`src/hw/timer16_defs.vh`:
```
// Constants for the 16-bit timer core: register offsets, field
// positions, reset values and prescaler taps.
// Assumes a classic Wishbone slave with byte data in lane 0.
`ifndef TIMER16_DEFS_VH
`define TIMER16_DEFS_VH

// Word-aligned byte offsets
`define OFS_CONTROL_A 8'h00
`define OFS_CONTROL_B 8'h04
`define OFS_CONTROL_C 8'h08
`define OFS_COUNT_LOW 8'h0C
`define OFS_COUNT_HIGH 8'h10
`define OFS_CAPTURE_LOW 8'h14
`define OFS_CAPTURE_HIGH 8'h18
`define OFS_COMPARE_A_LOW 8'h1C
`define OFS_COMPARE_A_HIGH 8'h20
`define OFS_COMPARE_B_LOW 8'h24
`define OFS_COMPARE_B_HIGH 8'h28
`define OFS_FLAG 8'h2C
`define OFS_MASK 8'h30

// Reset values
`define RST_BYTE 8'h00
`define RST_WORD 16'h0000

// Control A fields
`define CA_OUT_A 7:6
`define CA_OUT_B 5:4
`define CA_MODE_LO 1:0
// Control B fields
`define CB_FILTER 7
`define CB_EDGE 6
`define CB_MODE_HI 4:3
`define CB_CLOCK_SEL 2:0

// Flag and mask bit positions
`define FL_CAPTURE 5
`define FL_CMP_B 2
`define FL_CMP_A 1
`define FL_OVERFLOW 0
`define FLAG_USED 8'h27

// Clock select codes
`define CS_STOP 3'h0
`define CS_DIV1 3'h1
`define CS_DIV8 3'h2
`define CS_DIV64 3'h3
`define CS_DIV256 3'h4
`define CS_DIV1024 3'h5
`define CS_EXT_FALL 3'h6
`define CS_EXT_RISE 3'h7

// Prescaler tap masks on a 10-bit free-running divider
`define PRE_W 10
`define PRE_M8 10'h007
`define PRE_M64 10'h03F
`define PRE_M256 10'h0FF
`define PRE_M1024 10'h3FF

// Fixed ceilings
`define TOP_8 16'h00FF
`define TOP_9 16'h01FF
`define TOP_10 16'h03FF
`define TOP_MAX 16'hFFFF

// Noise filter sample count
`define FILTER_SAMPLES 4

`endif

```
`src/hw/edge_sense.v`:
```
// Edge detector with optional majority-free noise filter: the
// filtered level only moves after FILTER_LEN equal samples.
// Assumes sig_i is synchronous to clk_i.
`timescale 1ns/10ps
`include "timer16_defs.vh"

module edge_sense #(
    parameter FILTER_LEN = `FILTER_SAMPLES
) (
    input wire clk_i,
    input wire rst_i,
    input wire sig_i,
    input wire filter_en_i,
    input wire rising_i,
    output wire edge_o
);
    reg [FILTER_LEN-1:0] hist;
    reg filt;
    reg prev;
    wire level;

    // Sample history and filtered level
    always @(posedge clk_i) begin
        if (rst_i) begin
            hist <= {FILTER_LEN{1'b0}};
            filt <= 1'b0;
            prev <= 1'b0;
        end else begin
            hist <= {hist[FILTER_LEN-2:0], sig_i};
            if (&hist)
                filt <= 1'b1;
            else if (~|hist)
                filt <= 1'b0;
            prev <= level;
        end
    end

    // Filter adds its sample delay only when enabled
    assign level = filter_en_i ? filt : hist[0];
    assign edge_o = rising_i ? (level & ~prev) : (~level & prev);

endmodule // edge_sense

```
`src/hw/timer16_core.v`:
```
// 16-bit timer/counter core behind a classic Wishbone slave.
// Byte registers sit in bits 7:0 of one aligned word each.
// Assumes synchronous inputs and a single 125 MHz system clock.
//
// Overview of operation
// - 16-bit registers reached as two byte accesses
// - One shared 8-bit high-byte holding register
// - Low write loads holding byte plus data
// - Counter and capture low reads copy high byte into holding
// - Compare high reads bypass the holding register
// - Counter high location is the holding register
// - Holding register survives low-byte writes
// - Clock select picks source; zero stops
// - Counter accessible whether or not clocked
// - Software write beats clear and count
// - Each tick clears, increments or decrements
// - Ceiling and floor indications from counter
// - Mode field split across controls A, B
// - Overflow flag point depends on mode
// - Compare matches set flags, drive pins
// - Ceiling from compare A, capture, fixed
// - Each request flagged and individually masked
// - Capture on selected edge, optional filter
// - Control registers accessed directly in one go
`timescale 1ns/10ps
`include "timer16_defs.vh"

module timer16_core (
    input wire clk_i,
    input wire rst_i,
    input wire cyc_i,
    input wire stb_i,
    input wire we_i,
    input wire [7:0] adr_i,
    input wire [3:0] sel_i,
    input wire [31:0] dat_i,
    output reg [31:0] dat_o,
    output reg ack_o,
    input wire external_count_pin_i,
    input wire capture_pin_i,
    input wire comparator_i,
    input wire comparator_sel_i,
    output reg compare_output_a_o,
    output reg compare_output_b_o,
    output wire ceiling_o,
    output wire count_floor_o,
    output wire [3:0] request_o
);
    reg [7:0] timer_control_a;
    reg [7:0] timer_control_b;
    reg [7:0] timer_control_c;
    reg [7:0] timer_flag_reg;
    reg [7:0] timer_mask_reg;
    reg [7:0] holding;
    reg [15:0] count_value;
    reg [15:0] capture_value;
    reg [15:0] compare_value_a;
    reg [15:0] compare_value_b;
    reg [15:0] buffer_a;
    reg [15:0] buffer_b;
    reg count_down;
    reg [`PRE_W-1:0] prescale;
    reg [15:0] top;
    reg timer_tick;
    reg [15:0] next_count;
    reg next_down;
    reg [7:0] rd_byte;

    wire access;
    wire wr;
    wire rd;
    wire [7:0] wbyte;
    wire [3:0] waveform_mode_field;
    wire [2:0] clock_sel;
    wire ext_edge;
    wire cap_edge;
    wire dual_slope;
    wire pwm_mode;
    wire cap_is_top;
    wire a_is_top;
    wire at_top;
    wire at_floor;
    wire match_a;
    wire match_b;
    wire overflow_evt;
    wire cmp_a_evt;
    wire cmp_b_evt;
    wire cap_evt;
    wire wr_count;
    wire [7:0] set_flags;

    // Access is taken in the cycle before ack rises
    assign access = cyc_i & stb_i & ~ack_o;
    assign wr = access & we_i & sel_i[0];
    assign rd = access & ~we_i;
    assign wbyte = dat_i[7:0];

    // Mode field is split over two control registers
    assign waveform_mode_field = {timer_control_b[`CB_MODE_HI],
        timer_control_a[`CA_MODE_LO]};
    assign clock_sel = timer_control_b[`CB_CLOCK_SEL];

    // Mode decode: dual-slope, PWM and ceiling source
    assign dual_slope = (waveform_mode_field >= 4'h1 &&
        waveform_mode_field <= 4'h3) ||
        (waveform_mode_field >= 4'h8 &&
        waveform_mode_field <= 4'hB);
    assign pwm_mode = waveform_mode_field != 4'h0 &&
        waveform_mode_field != 4'h4 &&
        waveform_mode_field != 4'hC;
    assign cap_is_top = waveform_mode_field == 4'h8 ||
        waveform_mode_field == 4'hA ||
        waveform_mode_field == 4'hC ||
        waveform_mode_field == 4'hE;
    assign a_is_top = waveform_mode_field == 4'h4 ||
        waveform_mode_field == 4'h9 ||
        waveform_mode_field == 4'hB ||
        waveform_mode_field == 4'hF;

    // Ceiling source per mode
    always @* begin
        case (waveform_mode_field)
            4'h1, 4'h5: top = `TOP_8;
            4'h2, 4'h6: top = `TOP_9;
            4'h3, 4'h7: top = `TOP_10;
            4'h4, 4'h9, 4'hB, 4'hF: top = compare_value_a;
            4'h8, 4'hA, 4'hC, 4'hE: top = capture_value;
            default: top = `TOP_MAX;
        endcase
    end

    // External pin edge, no filter on the count input
    edge_sense #(
        .FILTER_LEN(`FILTER_SAMPLES)
    ) u_ext_edge (
        .clk_i(clk_i),
        .rst_i(rst_i),
        .sig_i(external_count_pin_i),
        .filter_en_i(1'b0),
        .rising_i(clock_sel == `CS_EXT_RISE),
        .edge_o(ext_edge)
    );

    // Capture trigger: pin or comparator, optional filter
    edge_sense #(
        .FILTER_LEN(`FILTER_SAMPLES)
    ) u_cap_edge (
        .clk_i(clk_i),
        .rst_i(rst_i),
        .sig_i(comparator_sel_i ? comparator_i : capture_pin_i),
        .filter_en_i(timer_control_b[`CB_FILTER]),
        .rising_i(timer_control_b[`CB_EDGE]),
        .edge_o(cap_edge)
    );

    // Free-running prescaler feeding the clock select
    always @(posedge clk_i) begin
        if (rst_i)
            prescale <= {`PRE_W{1'b0}};
        else
            prescale <= prescale + 1'b1;
    end

    // Timer tick from the selected source; zero stops it
    always @* begin
        case (clock_sel)
            `CS_DIV1: timer_tick = 1'b1;
            `CS_DIV8: timer_tick = (prescale & `PRE_M8) == `PRE_M8;
            `CS_DIV64: timer_tick = (prescale & `PRE_M64) == `PRE_M64;
            `CS_DIV256: timer_tick = (prescale & `PRE_M256) ==
                `PRE_M256;
            `CS_DIV1024: timer_tick = prescale == `PRE_M1024;
            `CS_EXT_FALL, `CS_EXT_RISE: timer_tick = ext_edge;
            default: timer_tick = 1'b0;
        endcase
    end

    // Ceiling and floor indications
    assign at_top = count_value == top;
    assign at_floor = count_value == `RST_WORD;
    assign ceiling_o = at_top;
    assign count_floor_o = at_floor;

    // Next count: clear at ceiling, or turn round in dual slope
    always @* begin
        next_count = count_value;
        next_down = count_down;
        if (dual_slope) begin
            if (at_top) begin
                next_down = 1'b1;
                next_count = count_value - 16'h0001;
            end else if (at_floor) begin
                next_down = 1'b0;
                next_count = count_value + 16'h0001;
            end else if (count_down) begin
                next_count = count_value - 16'h0001;
            end else begin
                next_count = count_value + 16'h0001;
            end
        end else if (at_top) begin
            next_count = `RST_WORD;
        end else begin
            next_count = count_value + 16'h0001;
        end
    end

    // Events; overflow at ceiling for single slope, floor for dual
    assign match_a = count_value == compare_value_a;
    assign match_b = count_value == compare_value_b;
    assign overflow_evt = timer_tick & (dual_slope ? at_floor :
        at_top);
    assign cmp_a_evt = timer_tick & match_a;
    assign cmp_b_evt = timer_tick & match_b;
    assign cap_evt = cap_edge & ~cap_is_top;
    assign wr_count = wr && adr_i == `OFS_COUNT_LOW;
    assign set_flags = {2'b00, cap_evt, 2'b00, cmp_b_evt, cmp_a_evt,
        overflow_evt};

    // Counter: software write has priority over counting
    always @(posedge clk_i) begin
        if (rst_i) begin
            count_value <= `RST_WORD;
            count_down <= 1'b0;
        end else if (wr_count) begin
            count_value <= {holding, wbyte};
        end else if (timer_tick) begin
            count_value <= next_count;
            count_down <= next_down;
        end
    end

    // Capture register: edge snapshot, or software write while capture is the ceiling
    always @(posedge clk_i) begin
        if (rst_i)
            capture_value <= `RST_WORD;
        else if (wr && adr_i == `OFS_CAPTURE_LOW && cap_is_top)
            capture_value <= {holding, wbyte};
        else if (cap_evt)
            capture_value <= count_value;
    end

    // Compare buffers; PWM modes reload the active value at the
    // turn point so a pulse is never cut short
    always @(posedge clk_i) begin
        if (rst_i) begin
            buffer_a <= `RST_WORD;
            buffer_b <= `RST_WORD;
            compare_value_a <= `RST_WORD;
            compare_value_b <= `RST_WORD;
        end else begin
            if (wr && adr_i == `OFS_COMPARE_A_LOW)
                buffer_a <= {holding, wbyte};
            if (wr && adr_i == `OFS_COMPARE_B_LOW)
                buffer_b <= {holding, wbyte};
            if (!pwm_mode) begin
                compare_value_a <= buffer_a;
                compare_value_b <= buffer_b;
            end else if (timer_tick && (dual_slope ? at_floor :
                    at_top)) begin
                compare_value_a <= buffer_a;
                compare_value_b <= buffer_b;
            end
        end
    end

    // Shared holding register for split writes and counter/capture reads
    always @(posedge clk_i) begin
        if (rst_i) begin
            holding <= `RST_BYTE;
        end else if (wr) begin
            case (adr_i)
                `OFS_COUNT_HIGH, `OFS_CAPTURE_HIGH,
                `OFS_COMPARE_A_HIGH, `OFS_COMPARE_B_HIGH:
                    holding <= wbyte;
                default: holding <= holding;
            endcase
        end else if (rd) begin
            case (adr_i)
                `OFS_COUNT_LOW: holding <= count_value[15:8];
                `OFS_CAPTURE_LOW: holding <= capture_value[15:8];
                default: holding <= holding;
            endcase
        end
    end

    // Control, flag and mask registers
    always @(posedge clk_i) begin
        if (rst_i) begin
            timer_control_a <= `RST_BYTE;
            timer_control_b <= `RST_BYTE;
            timer_control_c <= `RST_BYTE;
            timer_mask_reg <= `RST_BYTE;
            timer_flag_reg <= `RST_BYTE;
        end else begin
            if (wr && adr_i == `OFS_CONTROL_A)
                timer_control_a <= wbyte;
            if (wr && adr_i == `OFS_CONTROL_B)
                timer_control_b <= wbyte;
            if (wr && adr_i == `OFS_CONTROL_C)
                timer_control_c <= wbyte;
            if (wr && adr_i == `OFS_MASK)
                timer_mask_reg <= wbyte & `FLAG_USED;
            // Write one to clear; a new event in that cycle wins
            if (wr && adr_i == `OFS_FLAG)
                timer_flag_reg <= (timer_flag_reg & ~wbyte) |
                    set_flags;
            else
                timer_flag_reg <= timer_flag_reg | set_flags;
        end
    end

    // Masked requests, one line per source
    assign request_o = {timer_flag_reg[`FL_CAPTURE],
        timer_flag_reg[`FL_CMP_B], timer_flag_reg[`FL_CMP_A],
        timer_flag_reg[`FL_OVERFLOW]} &
        {timer_mask_reg[`FL_CAPTURE], timer_mask_reg[`FL_CMP_B],
        timer_mask_reg[`FL_CMP_A], timer_mask_reg[`FL_OVERFLOW]};

    // Compare pins: toggle in non-PWM, set/clear in PWM modes.
    // Compare A as ceiling in PWM gives no waveform on pin A.
    always @(posedge clk_i) begin
        if (rst_i) begin
            compare_output_a_o <= 1'b0;
            compare_output_b_o <= 1'b0;
        end else if (timer_tick) begin
            if (timer_control_a[`CA_OUT_A] == 2'b00 ||
                    (pwm_mode && a_is_top))
                compare_output_a_o <= 1'b0;
            else if (!pwm_mode && match_a)
                compare_output_a_o <= ~compare_output_a_o;
            else if (pwm_mode && match_a)
                compare_output_a_o <= dual_slope & count_down;
            else if (pwm_mode && !dual_slope && at_top)
                compare_output_a_o <= 1'b1;
            if (timer_control_a[`CA_OUT_B] == 2'b00)
                compare_output_b_o <= 1'b0;
            else if (!pwm_mode && match_b)
                compare_output_b_o <= ~compare_output_b_o;
            else if (pwm_mode && match_b)
                compare_output_b_o <= dual_slope & count_down;
            else if (pwm_mode && !dual_slope && at_top)
                compare_output_b_o <= 1'b1;
        end
    end

    // Read mux; compare reads return the software-side buffer
    always @* begin
        case (adr_i)
            `OFS_CONTROL_A: rd_byte = timer_control_a;
            `OFS_CONTROL_B: rd_byte = timer_control_b;
            `OFS_CONTROL_C: rd_byte = timer_control_c;
            `OFS_COUNT_LOW: rd_byte = count_value[7:0];
            `OFS_COUNT_HIGH: rd_byte = holding;
            `OFS_CAPTURE_LOW: rd_byte = capture_value[7:0];
            `OFS_CAPTURE_HIGH: rd_byte = holding;
            `OFS_COMPARE_A_LOW: rd_byte = buffer_a[7:0];
            `OFS_COMPARE_A_HIGH: rd_byte = buffer_a[15:8];
            `OFS_COMPARE_B_LOW: rd_byte = buffer_b[7:0];
            `OFS_COMPARE_B_HIGH: rd_byte = buffer_b[15:8];
            `OFS_FLAG: rd_byte = timer_flag_reg;
            `OFS_MASK: rd_byte = timer_mask_reg;
            default: rd_byte = `RST_BYTE;
        endcase
    end

    // Bus answer: ack one cycle after the request, then drop
    always @(posedge clk_i) begin
        if (rst_i) begin
            ack_o <= 1'b0;
            dat_o <= 32'h00000000;
        end else begin
            ack_o <= access;
            if (rd)
                dat_o <= {24'h000000, rd_byte};
        end
    end

endmodule // timer16_core

```
`config.mk`:
```
export PLATFORM = sky130hd
export DESIGN_NAME = timer16_core
export DESIGN_NICKNAME = d
export VERILOG_FILES = /design/src/hw/edge_sense.v /design/src/hw/timer16_core.v
export VERILOG_INCLUDE_DIRS = /design/src /design/src/hw
export SDC_FILE = /design/constraint.sdc
export NUM_CORES = 1
export LEC_CHECK = 0
export BUFFER_PORTS_ARGS = -buffer_cell sky130_fd_sc_hd__buf_2
export CAP_MARGIN = 20
export CORE_MARGIN = 10
export CORE_UTILIZATION = 40
export CTS_BUF_LIST = sky130_fd_sc_hd__clkbuf_8 sky130_fd_sc_hd__clkbuf_16
export CTS_CLUSTER_SIZE = 14
export DETAILED_ROUTE_END_ITERATION = 12
export PLACE_DENSITY = 0.62
export SLEW_MARGIN = 20
export SYNTH_ARGS = -nofsm -noshare
export SYNTH_HDL_FRONTEND = slang
export SYNTH_SLANG_ARGS = --single-unit
export TNS_END_PERCENT = 30
```
`constraint.sdc`:
```
create_clock -name clk_i -period 3.18 [get_ports clk_i]
set_input_delay 0.636 -clock clk_i [delete_from_list [all_inputs] [get_ports clk_i]]
set_output_delay 0.636 -clock clk_i [all_outputs]
set_load 0.005 [all_outputs]
```
After elaboration in Yosys (flattened, before gate mapping)
Index checks and enable logic that the tools add are counted.
Widths: inputs -> output; s select.
{"block": "totals", "ff_bits": 170, "in_bits": 53, "out_inout_bits": 41, "word_cells": 199}
{"block": "op_classes", "n_addsub": 3, "magnitude_cmp": 4, "n_eq_ne": 45, "muxes": 37, "bitwise_logic": 29, "reduce_logical": 58}
{"cell": "$mux 16", "n": 13}
{"cell": "$pmux 8 s12", "n": 1}
{"cell": "$pmux 16 s5", "n": 1}
{"cell": "$eq 16x16->1", "n": 3}
{"cell": "$eq 8x6->1 const B", "n": 5}
{"cell": "$eq 8x5->1 const B", "n": 4}
{"cell": "$mux 8", "n": 4}
{"cell": "$eq 4x4->1 const B", "n": 7}
{"cell": "$logic_and 1x1->1", "n": 22}
{"cell": "$add 16x1->16 const B", "n": 1}
{"cell": "$eq 4x3->1 const B", "n": 4}
{"cell": "$eq 8x4->1 const B", "n": 2}
{"cell": "$logic_not 16->1", "n": 1}
{"cell": "$mux 1", "n": 16}
{"cell": "$or 8x6->8", "n": 2}
{"cell": "$pmux 8 s2", "n": 1}
{"cell": "$reduce_or 4->1", "n": 4}
{"cell": "$sub 16x1->16 const B", "n": 1}
{"cell": "$eq 3x3->1 const B", "n": 5}
{"cell": "$and 1x1->1", "n": 14}
{"cell": "$reduce_bool 4->1", "n": 3}
{"cell": "$add 10x1->10 const B", "n": 1}
{"cell": "$eq 10x10->1 const B", "n": 1}
{"cell": "$not 1->1", "n": 10}
{"cell": "28 further kinds", "n": 50}

Longest topological paths before layout
{"block": "logic_depth", "depth_word": 10, "mapped_depth": 13, "ltp_nobuf": 11}

Modules after synthesis
A second synthesis with hierarchy kept.
{"block": "hier_totals", "cells_unflattened": 1201, "area_unflattened_um2": 9422.8}
{"mod": "timer16_core", "n_inst": 1, "cells_each": 1165, "area_per_inst_um2": 9004.9, "seq_area_each_um2": 3243.1}
{"mod": "edge_sense", "n_inst": 2, "cells_each": 18, "area_per_inst_um2": 209.0, "seq_area_each_um2": 120.1}

Least setup slack after synthesis
OpenSTA, ideal clock, no wires.
{"block": "synth_path", "path_type": "flip-flop to output port", "from": "register timer_control_a[0]", "to": "output ceiling_o", "t_arrival_ns": 2.071, "required_time_ns": 2.544, "slack_ns": 0.473, "path_stages_with_launch": 10, "path_buffers": 3, "cell_sequence": "dfxtp_1 -> buf_6 -> or3_4 -> o22ai_4 -> a221oi_2 -> xnor2_1 -> nor4_4 -> and3_1 -> buf_2 -> buf_2"}
{"block": "synth_between", "elab_chain_len": 4, "word_cells_on_any_way": 21, "classes_between": "eq/ne: 15; mux: 1; reduce/logical: 5"}
{"element": "start, declared", "line": "timer16_core.v:49", "rtl": "reg [7:0] timer_control_a;"}
{"element": "start signal, assigned", "line": "timer16_core.v:289", "rtl": "timer_control_a <= `RST_BYTE;"}
{"element": "start signal, assigned", "line": "timer16_core.v:296", "rtl": "timer_control_a <= wbyte;"}
{"element": "$eq 4x4->1, or another cell as far along", "line": "timer16_core.v:122", "rtl": "case (waveform_mode_field)"}
{"element": "$reduce_or 4->1 / $reduce_or 2->1 (equally long branches)", "line": "timer16_core.v:122"}
{"element": "$pmux 16 s5 *", "line": "timer16_core.v:122"}
{"element": "$eq 16x16->1 *", "line": "timer16_core.v:179", "rtl": "assign at_top = count_value == top;"}
{"element": "end, declared", "line": "timer16_core.v:45", "rtl": "output wire ceiling_o,"}
Mark *: on every way between the ends. The rest lies on a longest branch, timed or not.

Final worst setup path
{"block": "layout_path", "from": "register count_value[5]", "to": "register compare_value_b[8]"}
{"block": "layout_between", "elab_chain_len": 4, "word_cells_on_any_way": 5, "classes_between": "eq/ne: 2; mux: 1; reduce/logical: 2"}
{"element": "start, declared", "line": "timer16_core.v:55", "rtl": "reg [15:0] count_value;"}
{"element": "start signal, assigned", "line": "timer16_core.v:222", "rtl": "count_value <= `RST_WORD;"}
{"element": "start signal, assigned", "line": "timer16_core.v:225", "rtl": "count_value <= {holding, wbyte};"}
{"element": "start signal, assigned", "line": "timer16_core.v:227", "rtl": "count_value <= next_count;"}
{"element": "$eq 16x16->1 / $logic_not 16->1 (equally long branches)"}
{"element": "$mux 1 *", "line": "timer16_core.v:258", "rtl": "end else if (timer_tick && (dual_slope ? at_floor :"}
{"element": "$logic_and 1x1->1 *", "line": "timer16_core.v:258"}
{"element": "$ne 2x1->1 (no line) *"}
{"element": "end signal, assigned", "line": "timer16_core.v:249", "rtl": "compare_value_b <= `RST_WORD;"}
{"element": "end signal, assigned", "line": "timer16_core.v:257", "rtl": "compare_value_b <= buffer_b;"}
{"element": "end signal, assigned", "line": "timer16_core.v:261", "rtl": "compare_value_b <= buffer_b;"}
{"element": "end, declared", "line": "timer16_core.v:58", "rtl": "reg [15:0] compare_value_b;"}
Marked as above.
A chain may end at the register's enable or synchronous reset.

==> metrics.md <==
| Metric | Value |
|---|---|
| Status | `complete, no violations` |
| Setup skew after layout | `0.00915 ns` |
| Clk sinks | `170` |
| Number of port buffers | `42` |
| Setup Viol. Count Final | `0` |
| Clock transition at path regs | `0.07 ns` |
| Post-Route WL | `34,700 µm` |
| Wl on met1 | `14,500 µm` |
| NetSw | `0.00119 W` |
| Die area | `30,400 µm²` |
| Initial antenna violation count | `0` |
| Crit end category | `register` |
| CTS H-tree lvls | `4` |
| Gate Count Post-Synth | `1,181` |
| Clock latency on the worst-skew pair | `0.44 ns` |
| Register area share after synthesis | `35.8%` |
| DIE WIDTH | `174 µm` |
| Power share of the sequential group | `46.6%` |
| Seq cells post-synth | `170` |
| FMAX | `0.318 GHz` |
| Commonest cells after routing, fill and taps aside | `166 x dfxtp_1, 164 x nand2_1, 144 x nor2_1` |
| WHS | `0.417 ns` |
| Area Growth Syn to Fin | `17.1%` |
| Cell variety after synth | `87` |
| Most area-consuming cells after synthesis | `dfxtp_1 36%, mux2i_1 7.2%, nand2_1 6.5%` |
| First-pass iteration count of the detailed router | `6` |
| Final #Nets | `1,318` |
| Met3 WL | `3480 µm` |
| TritonCTS clock tree | `done` |
| Hold Path Class | `in2reg` |
| Crit path launch type | `register` |
| # rows | `56` |
| Worst-Margin Slew | `0.792 ns` |
| RSZ-0062 raised after global routing | `true` |
| DRT antenna net count | `0` |
| Final design utilization | `47.5%` |
| Number of hold buffers added after CTS | `0` |
| Combinational share of power | `6.7%` |
| N_diodes | `0` |
| Met2 wire len | `15,100 µm` |
| Synth top area share | `35.8%` |
| Final Non-Filler Cells | `1,592` |
| Mapped Area | `9520 µm²` |
| Clk root buf | `clkbuf_16` |
| CTS Buf Count | `17` |
| Total of max-cap violations | `0` |
| Detailed Place HPWL | `24,700 µm` |
| First-pass GRT wire length | `52,100 µm` |
| Core Area | `23,500 µm²` |
| CP required | `3.48 ns` |
| Crit path time final | `3.15 ns` |
| CP Max Fanout | `24` |
| DR vias/cell | `5.89` |
| Number of global-route vias before repair | `8,682` |
| Gr ovfl total | `0` |
| Pleak | `4.32 nW` |
| Worst VDD drop | `0.335 mV` |
| Vias | `9,378` |
| Fillers | `2,286` |
| Crit Path Category | `reg2reg` |
| Slew Limit Fails | `0` |
| Uppermost layer routed | `met4` |
| Reg2Reg Setup Slack | `0.03 ns` |
| Top_reg_cell synth | `dfxtp_1` |
| Async set-or-reset flop fraction in the synthesized netlist | `0%` |
| Power share of the clock group | `46.7%` |
| Most common cell after layout, fill and taps aside | `dfxtp_1` |
| GP Congestion | `0.959` |
| Final Cycle Share | `99.0%` |
| DP Cell Count | `1,544` |
| GRT Total Usage | `21.8%` |
| Net Sw Frac | `25.6%` |
| Mean routed wirelength per cell | `21.8 µm` |
| Slew margin rel. | `47.0%` |
| Final instance area | `11,100 µm²` |
| Setup TNS | `0 ns` |
| Longest Clk Path Bufs | `2` |
| Arrival time worst endpoint | `3.45 ns` |
| Synth warn | `0` |
| Pint | `0.00345 W` |
| Syn_area_per_cell | `8.06 µm²` |
| Post-placement cell area | `10,300 µm²` |
| Final count of hold timing violations | `0` |
| DR iter-0 viols | `1,223` |
| Die Y | `174 µm` |
| Initial core utilization | `40.6%` |
| Ports | `94` |
| Power density cells | `416 nW/µm²` |
| Post-synth EDFFs | `0` |
| Share of layout cells above drive strength 1 | `17.8%` |
| Dominant cell type by area after synthesis | `dfxtp_1` |
| DR DRC count | `0` |
| Largest net degree at the start of global routing | `70` |
==> synth_stat cells (all sizes together), types with 12 or more instances <==
master	n
dfxtp	170
nand2	166
nor2	144
a21oi	89
mux2i	68
clkbuf	65
buf	43
xnor2	37
a22oi	35
nand3	30
nor3	28
a211oi	20
nand2b	19
o21ai	19
and3	17
inv	16
xor2	15
nor2b	14
o22ai	12
==> repair_timing <==
action | in CTS | in global routing
setup buffers | 9 | 7
gates cloned | 0 | 0
resized for setup | 10 | 13
pin swaps | 6 | 6
endpoints found under the setup margin | 1 | 46
endpoints found under the hold margin | 0 | 0
==> worst max-delay path: stages (launching register included) <==
cell and delay [ns]:
dfxtp_1 0.40, buf_4 0.23, nor4_1 0.34, buf_4 0.21
nand2_1 0.04, or4_1 0.43, buf_4 0.17, nor2_1 0.23
a41oi_1 0.15, o21ai_4 0.24, buf_12 0.23, mux2i_1 0.25
nor2_1 0.05
==> power groups by stage <==
stage | combinational, W | clock, W | sequential, W
2_1_floorplan | 0.000201 | 0 | 0.00220
4_1_cts | 0.000301 | 0.00217 | 0.00216
5_1_grt | 0.000331 | 0.00226 | 0.00216
6_report | 0.000311 | 0.00216 | 0.00216
3_5_place_dp | 0.000300 | 0 | 0.00221
3_3_place_gp | 0.000296 | 0 | 0.00221
==> path summary, 6_finish.rpt <==
check | from | to | depth (start not counted)
worst max-delay path | count_value[5] | compare_value_b[8] | 12
worst min-delay path | external_count_pin_i | u_ext_edge.hist[0] | 2
worst max register to register | count_value[5] | compare_value_b[8] | 12
worst min register to register | timer_flag_reg[7] | timer_flag_reg[7] | 2
==> kinds of logic (layout without fill, tap and decap cells) <==
| family | after synthesis | count (layout) | share of synthesized area (%) |
|---|---|---|---|
| adder cells (fa/ha/maj) | 5 | 5 | 0.657 |
| AO/OA/AOI/OAI | 268 | 268 | 19.6 |
| multiplexers | 70 | 70 | 7.43 |
| AND/OR/NAND/NOR | 491 | 491 | 24.8 |
| XOR/XNOR | 52 | 52 | 4.78 |
| buffers and inverters | 124 | 193 | 7.01 |
| other | 1 | 24 | 0.0394 |
| flip-flops | 170 | 170 | 35.8 |
==> stage by stage <==
| step | total power (W) | setup slack [ns] |
|---|---|---|
| 2_1_floorplan | 0.00241 | 0.473 |
| 3_3_place_gp | 0.00251 | 0.122 |
| 3_5_place_dp | 0.00251 | 0.0634 |
| 4_1_cts | 0.00463 | 0.0133 |
| 5_1_grt | 0.00475 | -0.0453 |
| 6_report | 0.00464 | 0.0315 |
==> cell type report <==
cell class / instances / area (µm²) / area share [%]
tap: 319 / 399 / 3.58
clock inverter: 14 / 160 / 1.44
timing repair buffer: 145 / 1070 / 9.60
inverter: 16 / 63.8 / 0.572
multi-input combinational: 910 / 5600 / 50.3
clock buffer: 18 / 439 / 3.94
sequential: 170 / 3410 / 30.6
==> layer usage <==
metal,GRT usage (%),vias up
met2,32.7,542
met4,11.6,0
li1,-,4348
met3,4.75,104
met5,0,-
met1,28.6,4384
Power figures use the tool's default switching activity.
